## src/design/ifd_pkg.sv

```systemverilog
`default_nettype none
package ifd_pkg;
    localparam int          WORD_W        = 16;
    localparam int          OSC_PER_CYC   = 4;
    localparam int          BASE_COUNT    = 75;
    localparam int          EXT_COUNT     = 8;
    localparam logic [3:0]  SECOND_TAG    = 4'h f;
    localparam int          F_LSB         = 0;
    localparam int          F_MSB         = 7;
    localparam int          A_POS         = 8;
    localparam int          D_POS         = 9;
    localparam int          B_LSB         = 9;
    localparam int          B_MSB         = 11;
    localparam int          PTR_LSB       = 4;
    localparam int          PTR_MSB       = 5;
    localparam int          S_POS         = 0;
    localparam int          M_LSB         = 0;
    localparam int          M_MSB         = 1;
    localparam logic [15:0] NOP_WORD      = 16'h 0000;

    typedef enum logic [1:0] {
        CLS_BYTE,
        CLS_BIT,
        CLS_LIT,
        CLS_CTRL
    } ifd_class_t;

    typedef enum logic [1:0] {
        PH_Q1,
        PH_Q2,
        PH_Q3,
        PH_Q4
    } ifd_phase_t;
endpackage : ifd_pkg
`default_nettype wire

```

## src/design/ifd_fields_if.sv

```systemverilog
`default_nettype none
interface ifd_fields_if;
    import ifd_pkg::*;
    logic [15:0] word;
    ifd_class_t  cls;
    logic        two_word;
    logic        is_branch;
    logic        is_skip;
    logic        is_ext;
    logic        uses_dest;
    logic        uses_access;
    logic        uses_ptr;
    logic        uses_shadow_mode;
    logic        uses_table_mode;
    modport dec (input word, output cls, two_word, is_branch, is_skip,
                 is_ext, uses_dest, uses_access, uses_ptr,
                 uses_shadow_mode, uses_table_mode);
    modport core (output word, input cls, two_word, is_branch, is_skip,
                  is_ext, uses_dest, uses_access, uses_ptr,
                  uses_shadow_mode, uses_table_mode);
endinterface : ifd_fields_if
`default_nettype wire

```

## src/design/ifd_decoder.sv

```systemverilog
`default_nettype none
module ifd_decoder
    import ifd_pkg::*;
#(
    parameter int OSC_PER_CYCLE = ifd_pkg::OSC_PER_CYC,
    parameter bit EXT_ENABLE    = 1'b1
)
(
    input  wire logic              clk_sys,
    input  wire logic              rst,
    input  wire logic [15:0]       prog_word,
    input  wire logic              prog_valid,
    input  wire logic              cond_true,
    output logic                   fetch_req,
    output logic                   cycle_strobe,
    output logic                   instr_valid,
    output ifd_pkg::ifd_class_t    instr_class,
    output logic [3:0]             opcode,
    output logic [7:0]             file_addr,
    output logic                   dest_to_file,
    output logic                   dest_to_accum,
    output logic                   use_bank_selector,
    output logic [2:0]             bit_num,
    output logic [1:0]             indirect_pointer_sel,
    output logic                   shadow_mode,
    output logic [1:0]             table_mode,
    output logic [31:0]            full_instr,
    output logic                   exec_nop,
    output logic                   flush
);
    import ifd_pkg::*;

    // divider is four bits wide; one-period cycles cannot prefetch
    if (OSC_PER_CYCLE < 2 || OSC_PER_CYCLE > 16)
    begin : g_bad_div
        $error("OSC_PER_CYCLE out of range");
    end

    typedef enum logic [1:0] {
        ST_FIRST,
        ST_SECOND,
        ST_EXTRA
    } ifd_state_t;

    ifd_fields_if fi ();
    ifd_classify u_cls (.f(fi.dec));

    logic [3:0]  osc_q, osc_d;
    logic        tick;
    ifd_state_t  st_q, st_d;
    logic [15:0] first_q, first_d;
    logic        pend_branch_q, pend_branch_d;
    logic        fetch_q, fetch_d;
    logic        cyc_q, cyc_d;
    logic        vld_q, vld_d;
    ifd_class_t  cls_q, cls_d;
    logic [3:0]  op_q, op_d;
    logic [7:0]  fa_q, fa_d;
    logic        dfile_q, dfile_d;
    logic        dacc_q, dacc_d;
    logic        bank_q, bank_d;
    logic [2:0]  bit_q, bit_d;
    logic [1:0]  ptr_q, ptr_d;
    logic        sh_q, sh_d;
    logic [1:0]  tm_q, tm_d;
    logic [31:0] full_q, full_d;
    logic        nop_q, nop_d;
    logic        flush_q, flush_d;

    assign fi.word = (st_q == ST_SECOND) ? first_q : prog_word;

    always_comb
    begin
        tick  = osc_q == 4'(OSC_PER_CYCLE - 1);
        osc_d = tick ? 4'h 0 : osc_q + 4'h 1;
    end

    always_comb
    begin
        st_d          = st_q;
        first_d       = first_q;
        pend_branch_d = pend_branch_q;
        fetch_d       = tick;
        cyc_d         = tick;
        vld_d         = 1'b0;
        cls_d         = cls_q;
        op_d          = op_q;
        fa_d          = fa_q;
        dfile_d       = dfile_q;
        dacc_d        = dacc_q;
        bank_d        = bank_q;
        bit_d         = bit_q;
        ptr_d         = ptr_q;
        sh_d          = sh_q;
        tm_d          = tm_q;
        full_d        = full_q;
        nop_d         = 1'b0;
        flush_d       = 1'b0;
        if (tick)
        begin
            case (st_q)
                ST_FIRST:
                begin
                    if (!prog_valid
                        || prog_word[15:12] == SECOND_TAG
                        || (fi.is_ext && !EXT_ENABLE))
                    begin
                        nop_d = 1'b1;
                    end
                    else if (fi.two_word)
                    begin
                        first_d       = prog_word;
                        pend_branch_d = fi.is_branch;
                        st_d          = ST_SECOND;
                    end
                    else
                    begin
                        vld_d   = 1'b1;
                        cls_d   = fi.cls;
                        op_d    = prog_word[15:12];
                        fa_d    = prog_word[F_MSB:F_LSB];
                        dfile_d = fi.uses_dest && prog_word[D_POS];
                        dacc_d  = fi.uses_dest && !prog_word[D_POS];
                        bank_d  = fi.uses_access && prog_word[A_POS];
                        bit_d   = prog_word[B_MSB:B_LSB];
                        ptr_d   = prog_word[PTR_MSB:PTR_LSB];
                        sh_d    = fi.uses_shadow_mode && prog_word[S_POS];
                        tm_d    = fi.uses_table_mode
                                  ? prog_word[M_MSB:M_LSB] : 2'b00;
                        full_d  = {16'h 0000, prog_word};
                        // extra cycle on a taken skip (cond_true) or a branch
                        if ((fi.is_skip && cond_true) || fi.is_branch)
                        begin
                            flush_d = 1'b1;
                            st_d    = ST_EXTRA;
                        end
                    end
                end
                ST_SECOND:
                begin
                    vld_d   = 1'b1;
                    cls_d   = fi.cls;
                    op_d    = first_q[15:12];
                    fa_d    = first_q[F_MSB:F_LSB];
                    dfile_d = 1'b0;
                    dacc_d  = 1'b0;
                    bank_d  = 1'b0;
                    ptr_d   = first_q[PTR_MSB:PTR_LSB];
                    sh_d    = fi.uses_shadow_mode && first_q[S_POS];
                    tm_d    = 2'b00;
                    full_d  = {first_q, prog_word};
                    if (pend_branch_q)
                    begin
                        flush_d = 1'b1;
                        st_d    = ST_EXTRA;
                    end
                    else
                    begin
                        st_d = ST_FIRST;
                    end
                end
                ST_EXTRA:
                begin
                    nop_d = 1'b1;
                    st_d  = ST_FIRST;
                end
                default:
                begin
                    st_d = ST_FIRST;
                end
            endcase
        end
    end

    always_ff @(posedge clk_sys)
    begin
        if (rst)
        begin
            osc_q         <= 4'h 0;
            st_q          <= ST_FIRST;
            first_q       <= NOP_WORD;
            pend_branch_q <= 1'b0;
            fetch_q       <= 1'b0;
            cyc_q         <= 1'b0;
            vld_q         <= 1'b0;
            cls_q         <= CLS_BYTE;
            op_q          <= 4'h 0;
            fa_q          <= 8'h 00;
            dfile_q       <= 1'b0;
            dacc_q        <= 1'b0;
            bank_q        <= 1'b0;
            bit_q         <= 3'h 0;
            ptr_q         <= 2'h 0;
            sh_q          <= 1'b0;
            tm_q          <= 2'h 0;
            full_q        <= 32'h 0000_0000;
            nop_q         <= 1'b0;
            flush_q       <= 1'b0;
        end
        else
        begin
            osc_q         <= osc_d;
            st_q          <= st_d;
            first_q       <= first_d;
            pend_branch_q <= pend_branch_d;
            fetch_q       <= fetch_d;
            cyc_q         <= cyc_d;
            vld_q         <= vld_d;
            cls_q         <= cls_d;
            op_q          <= op_d;
            fa_q          <= fa_d;
            dfile_q       <= dfile_d;
            dacc_q        <= dacc_d;
            bank_q        <= bank_d;
            bit_q         <= bit_d;
            ptr_q         <= ptr_d;
            sh_q          <= sh_d;
            tm_q          <= tm_d;
            full_q        <= full_d;
            nop_q         <= nop_d;
            flush_q       <= flush_d;
        end
    end

    assign fetch_req            = fetch_q;
    assign cycle_strobe         = cyc_q;
    assign instr_valid          = vld_q;
    assign instr_class          = cls_q;
    assign opcode               = op_q;
    assign file_addr            = fa_q;
    assign dest_to_file         = dfile_q;
    assign dest_to_accum        = dacc_q;
    assign use_bank_selector    = bank_q;
    assign bit_num              = bit_q;
    assign indirect_pointer_sel = ptr_q;
    assign shadow_mode          = sh_q;
    assign table_mode           = tm_q;
    assign full_instr           = full_q;
    assign exec_nop             = nop_q;
    assign flush                = flush_q;
endmodule : ifd_decoder
`default_nettype wire

```

## src/design/ifd_classify.sv

```systemverilog
`default_nettype none
module ifd_classify
    import ifd_pkg::*;
(
    ifd_fields_if.dec f
);
    logic [3:0] op;
    assign op = f.word[15:12];

    always_comb
    begin
        f.cls              = CLS_BYTE;
        f.two_word         = 1'b0;
        f.is_branch        = 1'b0;
        f.is_skip          = 1'b0;
        f.is_ext           = 1'b0;
        f.uses_dest        = 1'b0;
        f.uses_access      = 1'b0;
        f.uses_ptr         = 1'b0;
        f.uses_shadow_mode = 1'b0;
        f.uses_table_mode  = 1'b0;
        case (op)
            4'h 0:
            begin
                if (f.word[11:8] == 4'h 0)
                begin
                    f.cls = CLS_CTRL;
                    f.uses_shadow_mode = f.word[7:1] == 7'h 08;
                    f.is_branch = f.word[7:2] == 6'h 04;
                    f.uses_table_mode = f.word[7:4] == 4'h 0
                                        && f.word[3];
                end
                else
                begin
                    f.cls = CLS_LIT;
                end
            end
            4'h 1, 4'h 2, 4'h 3, 4'h 4, 4'h 5, 4'h 6:
            begin
                f.cls         = CLS_BYTE;
                f.uses_dest   = op != 4'h 6;
                f.uses_access = 1'b1;
                f.is_skip     = op == 4'h 6 && f.word[11:10] != 2'b11;
            end
            4'h 7, 4'h 8, 4'h 9, 4'h a, 4'h b:
            begin
                f.cls         = CLS_BIT;
                f.uses_access = 1'b1;
                f.is_skip     = op == 4'h a || op == 4'h b;
            end
            4'h c:
            begin
                f.cls      = CLS_BYTE;
                f.two_word = 1'b1;
            end
            4'h d:
            begin
                f.cls       = CLS_CTRL;
                f.is_branch = 1'b1;
            end
            4'h e:
            begin
                f.cls = CLS_CTRL;
                if (f.word[11:9] == 3'b111)
                begin
                    f.two_word = 1'b1;
                    if (f.word[8])
                    begin
                        f.cls      = CLS_LIT;
                        f.uses_ptr = 1'b1;
                    end
                    else
                    begin
                        f.is_branch = 1'b1;
                    end
                end
                else if (f.word[11:9] == 3'b110)
                begin
                    f.two_word         = 1'b1;
                    f.is_branch        = 1'b1;
                    f.uses_shadow_mode = 1'b1;
                end
                else
                begin
                    f.is_branch = 1'b1;
                end
            end
            4'h f:
            begin
                // lone second word acts as no-op
                f.cls = CLS_CTRL;
            end
            default:
            begin
                f.cls = CLS_CTRL;
            end
        endcase
        if (op == 4'h e && f.word[11:8] == 4'h 8)
        begin
            f.is_ext = 1'b1;
            f.cls    = CLS_LIT;
        end
    end
endmodule : ifd_classify
`default_nettype wire

```

## config.mk

```make
export PLATFORM = sky130hd
export DESIGN_NAME = ifd_decoder
export DESIGN_NICKNAME = d
export VERILOG_FILES = /design/src/design/ifd_pkg.sv /design/src/design/ifd_fields_if.sv /design/src/design/ifd_decoder.sv /design/src/design/ifd_classify.sv
export SDC_FILE = /design/constraint.sdc
export NUM_CORES = 1
export LEC_CHECK = 0
export ABC_AREA = 1
export BUFFER_PORTS_ARGS = -buffer_cell sky130_fd_sc_hd__buf_2
export CORE_UTILIZATION = 50
export CTS_CLUSTER_DIAMETER = 100
export DETAILED_ROUTE_END_ITERATION = 16
export GPL_ROUTABILITY_DRIVEN = 0
export PLACE_DENSITY = 0.75
export SLEW_MARGIN = 20
export SYNTH_ARGS = -nofsm -noshare
export SYNTH_HDL_FRONTEND = slang
export SYNTH_SLANG_ARGS = --single-unit
```

## constraint.sdc

```tcl
create_clock -name clk_sys -period 5.4 [get_ports clk_sys]
set_input_delay 0.81 -clock clk_sys [delete_from_list [all_inputs] [get_ports clk_sys]]
set_output_delay 0.81 -clock clk_sys [all_outputs]
set_load 0.02 [all_outputs]
```

; ---- Word-level counts from Yosys, hierarchy flattened
; Index checks and enable logic that the tools add are counted.
; W data, S select, Z words.
[word_totals]
reg_bits = 84
latch_bits = 0
ramBits = 0
mem_bits_ro = 0
input_bits = 20
output_inout_bits = 62
wordCells = 149
memories = 0
[op_classes]
add_sub_neg = 1
multipliers = 0
n_div = 0
magnitude_cmp = 0
n_eq_ne = 29
shift = 0
mux = 67
n_bitwise = 3
n_reduce_logical = 30
[op_table]
columns = cell, count
row1 = $mux W32, 2
row2 = $pmux W32 S2, 1
row3 = $eq A4 B4 Y1 const B, 10
row4 = $mux W1, 28
row5 = $mux W2, 13
row6 = $pmux W1 S2, 10
row7 = $eq A4 B3 Y1 const B, 4
row8 = $mux W16, 1
row9 = $mux W8, 2
row10 = $pmux W2 S2, 4
row11 = $pmux W8 S2, 1
row12 = $eq A4 B2 Y1 const B, 3
row13 = $logic_not A4 Y1, 3
row14 = $reduce_and A4 Y1, 3
row15 = $reduce_or A11 Y1, 1
row16 = $pmux W2 S5, 1
row17 = $logic_and A1 B1 Y1, 9
row18 = $mux W4, 2
row19 = $pmux W4 S2, 1
row20 = $eq A7 B4 Y1 const B, 1
row21 = $reduce_or A7 Y1, 1
row22 = $eq A3 B3 Y1 const B, 2
row23 = $eq A6 B3 Y1 const B, 1
row24 = $ne A2 B2 Y1 const B, 3
row25 = other kinds (16), 23

; ---- Longest topological paths before layout
[depth]
depth_word = 11
ltp_mapped = 16
mapped_depth_nobuf = 15

; ---- Hierarchy
; From an unflattened synthesis, not the netlist that was laid out.
[hier_totals]
hier_cells = 645
hier_area_um2 = 4013.8
[modules_own_cells]
columns = mod, n_inst, cells_per_inst, area_per_inst_um2, seq_area_each_um2
row1 = ifd_decoder, 1, 568, 3672.3, 1641.6
row2 = ifd_classify, 1, 77, 341.6, 0.0

; ---- Worst setup path before layout
; No wires, ideal clock.
[synth_timing]
kind = input-to-reg
start = input port prog_word[12]
end = register fa_q[4], in the netlist file_addr[4]
setup_ns = 0.121
arrival_time_ns = 1.846
required_ns = 5.279
setup_slack_ns = 3.433
path_stages = 13
n_path_buf = 1
cell_sequence = nand2_1 > nand2_2 > inv_1 > nand2_1 > nor2_2 > nand2_2 > nand2_2 > nand2_2 > nand2_4 > inv_4 > buf_6 > o21ai_1 > a21oi_1
[synth_via]
elab_chain_len = 5
elab_cells_between_ends = 9
classes_between = 5 x eq/ne / 2 x mux / 2 x reduce/logical
[synth_lines]
columns = element, line_no
row1 = start: declaration, ifd_decoder.sv:11  ; input wire logic [15:0] prog_word,
row2 = $mux W16, ifd_decoder.sv:70  ; assign fi.word = (st_q == ST_SECOND) ? first_q : prog_word;
row3 = $eq A4 B4 Y1, ifd_classify.sv:22  ; case (op)
row4 = $pmux W1 S2, ifd_classify.sv:22
row5 = $ne A2 B2 Y1 (no line), --
row6 = $reduce_and A4 Y1 (no line) *, --
row7 = end signal: assignment, ifd_decoder.sv:188  ; fa_q <= 8'h 00;
row8 = end: declaration, ifd_decoder.sv:58  ; logic [7:0] fa_q, fa_d;
; Every way passes the cells marked *; elsewhere a longest branch is shown, timed or not.
; A chain may end at the register's enable or synchronous reset.

; ---- Worst setup path after layout
[layout_timing]
start = register st_q[0]
end = register tm_q[1], in the netlist table_mode[1]
[layout_via]
elab_chain_len = 10
elab_cells_between_ends = 24
classes_between = 7 x eq/ne / 10 x mux / 7 x reduce/logical
[layout_lines]
columns = element, line_no
row1 = start: declaration, ifd_decoder.sv:50  ; ifd_state_t st_q, st_d;
row2 = start signal: assignment, ifd_decoder.sv:203  ; st_q <= st_d;
row3 = $eq A2 B1 Y1, "ifd_decoder.sv:70, ifd_decoder.sv:101"
row4 = $mux W16, ifd_decoder.sv:70
row5 = $logic_not A4 Y1, ifd_classify.sv:30  ; f.uses_table_mode = f.word[7:4] == 4'h 0
row6 = $logic_and A1 B1 Y1, ifd_classify.sv:31  ; && f.word[3];
row7 = $mux W1, ifd_classify.sv:25  ; if (f.word[11:8] == 4'h 0)
row8 = $mux W1, ifd_classify.sv:22
row9 = $mux W2, ifd_decoder.sv:129  ; ? prog_word[M_MSB:M_LSB] : 2'b00;
row10 = $mux W2, ifd_decoder.sv:110  ; else if (fi.two_word)
row11 = $mux W2, ifd_decoder.sv:104  ; if (!prog_valid
row12 = $pmux W2 S2, ifd_decoder.sv:101  ; case (st_q)
row13 = end signal: assignment, ifd_decoder.sv:195  ; tm_q <= 2'h 0;
row14 = end signal: assignment, ifd_decoder.sv:218  ; tm_q <= tm_d;
row15 = end: declaration, ifd_decoder.sv:65  ; logic [1:0] tm_q, tm_d;
; Parallel ways exist; a longest one is shown, timed or not. The select of a mux whose other input is x is not followed.

==> impl_metrics.toml <==
[floorplan]
start_util_pct = 51.79
fp-row-count = 30
die_area_mm2 = 0.007376
coreArea_mm2 = 0.006794
die_h_um = 85.89
io_pins = 82
die_w_um = 85.89

[pwr]
power.static_leakage_nw = 1.876
ir_drop_uv = 163.1
total_power_mw = 1.229
power_density_mw_per_mm2 = 303.0

[global_routing]
track_usage_pct = 24.02
grt-ovfl-total = 0
grt_pass1_vias = 3050
grt_pass1_wl_um = 13920
grt_max_degree = 71
antenna_found_initial = 0

[critical_path]
path_delay_family = "simple AND/OR/NAND/NOR gates"
r2r_start = "st_q[0]$_SDFFE_PP0P_"
endpoint_kind = "flop"
worstPathArrival_ps = 3230
crit_type = "flop to flop"
critPathSlowestCell = "dfxtp_1"
cpPeakStageDelay_ps = 590
timing.critical_path.buf_inv = 3
crit_required_ps = 5690
startpoint = "st_q[0]$_SDFFE_PP0P_"
worstPathCellList = "inv_2, nor2_4, nand2_1, nand2_2, inv_1, nand2_1, nor2_2, nand2_2, nand2_2, nand2_2, nand2_4, inv_4, nand3_1, a21oi_1"
worstPathMaxFanout = 70
crit_path_start_kind = "flop"
crit_top_cell = "nand2_2"

[logic_synthesis]
syn_inst = 482
synth_warnings = 0
syn_area_per_cell_um2 = 7.300
ys.flop_type = "dfxtp_1"
ys_seq_area_share_pct = 46.66
syn-num-nets = 503
synth_seq_cells = 82
post_synth_num_cell_types = 30
netlist_area_mm2 = 0.003518
synth_edf_count = 0
synthArstFlopShare_pct = 0

[sta]
worstMarginPinSlew_ps = 734.4
setup_viol = 0
hold_viol_final = 0
setup-tns-final_ps = 0
period_needed_ps = 2938
finClkSkew_ps = 5.247
finalHoldWorstSlack_ps = 446.4
slew_viol_final = 0
rsz0062_at_grt = "false"
max_freq_ghz = 0.3403
finalCritPeriodShare_pct = 54.41
relSlewSlack_pct = 50.93

[detailed_routing]
avgRoutedWirePerCell_um = 12.90
viasPerCell = 5.141
drt-total-wl_um = 8348
drc = 0
antenna_left = 0
drtIter0Drc = 177
dr.pass1.iters = 5
vias = 3326

[clock_network]
hold_buffers = 0
cts_sinks = 82
numCtsBuffers = 9
clk_latency_ps = 360
cts_tree = "done"
clockBufferDepth = 2
cts.clk_slew.worst_paths_ps = 80
ctsResizeCount = 0
post-cts-setup-buffers = 0
root_buffer = "clkbuf_8"
ctsHtreeMaxLevel = 3

[layout]
final_cell_mix = "82 x dfxtp_1, 81 x buf_2, 77 x nor2_1"
drive_gt1_share_pct = 20.51
final_common_cell = "dfxtp_1"
final_nets = 568
final_util_pct = 59.69
area_growth_pct = 15.26
fin_area_mm2 = 0.004055
num_antenna_cells = 0

[placement]
port_buffers = 81
dpl-instance-area_mm2 = 0.003847
dp_hpwl_um = 5731

[status]
status = "complete, no violations"

[min_path]
hp-class = "flop to flop"
min_from = "first_q[12]$_SDFFE_PP0P_"

[job]
cap_violations = 0
==> state kept, by name, indices dropped and copies added, names as in the netlist, 2 cells and up <==
signal,cells
full_instr,32
first_q,16
file_addr,8
opcode,4
osc_q,4
bit_num,3
instr_class,2
st_q,2
table_mode,2
==> worst register-to-register path: cells and delay by family, from the launching register on <==
family	cells	cell delay, ps
and+or+nand+nor	10	1380
DFF	1	590
AOI/OAI and AO/OA	1	150
buffers and inverters	3	740
==> synthesized netlist by cell type (all sizes together), types with 2 or more instances <==
master,instances,area share (%)
nor3,3,0.43
nor2,79,8.7
nand4,2,0.53
nand2,84,9.9
buf,21,5.1
dfxtp,82,47
or2,2,0.36
inv,49,5.3
clkbuf,7,0.75
a21oi,58,8.3
o21ai,65,9.2
nand3,23,3.3
==> path summary, 6_finish.rpt <==
kind	end	slack, ps	cells after the start
hold / removal	first_q[12]$_SDFFE_PP0P_	450	2
setup reg to reg	table_mode[1]$_SDFFE_PP0P_	2460	14
setup / recovery	table_mode[1]$_SDFFE_PP0P_	2460	14
hold reg to reg	first_q[12]$_SDFFE_PP0P_	450	2
==> stage by stage <==
step	setup WS (ps)	cells
floorplan	3433	482
detailed placement	2552	632
finish	2462	647
CTS	2519	647
global route	2193	647
global placement	2646	632
==> report_power, final <==
group | switching [mW] | total [mW] | internal (mW)
clock network | 0.216 | 0.473 | 0.257
logic | 0.0863 | 0.125 | 0.0391
registers | 0.00881 | 0.630 | 0.622
==> metal layers <==
| metal | up-vias | global-route usage [%] | wire length [um] |
|---|---|---|---|
| met3 | 17 | 4.812 | 445 |
| met5 | - | 0 | 0 |
| li1 | 1683 | - | - |
| met4 | 0 | 11.52 | 242 |
| met2 | 119 | 39.47 | 3851 |
| met1 | 1507 | 30.26 | 3808 |
==> area by class of cell <==
cell class	count	area, um2
clock buffer	10	127.6
timing repair buffer	82	412.9
clock inverter	5	80.08
tap	96	120.1
multi-input combinational	323	1486
fill	671	2739
inverter	49	186.4
sequential	82	1642
==> kinds of logic (layout without fill, tap and decap cells) <==
logic type      count (synthesis)  count (layout)  synth area share (%)
flops                          82              82                 46.66
fa+ha+maj                       1               1                0.3556
simple gates                  195             195                 23.61
buf+inv                        77             146                 11.10
compound gates                127             127                 18.28
(Power assumes the default switching activity.)
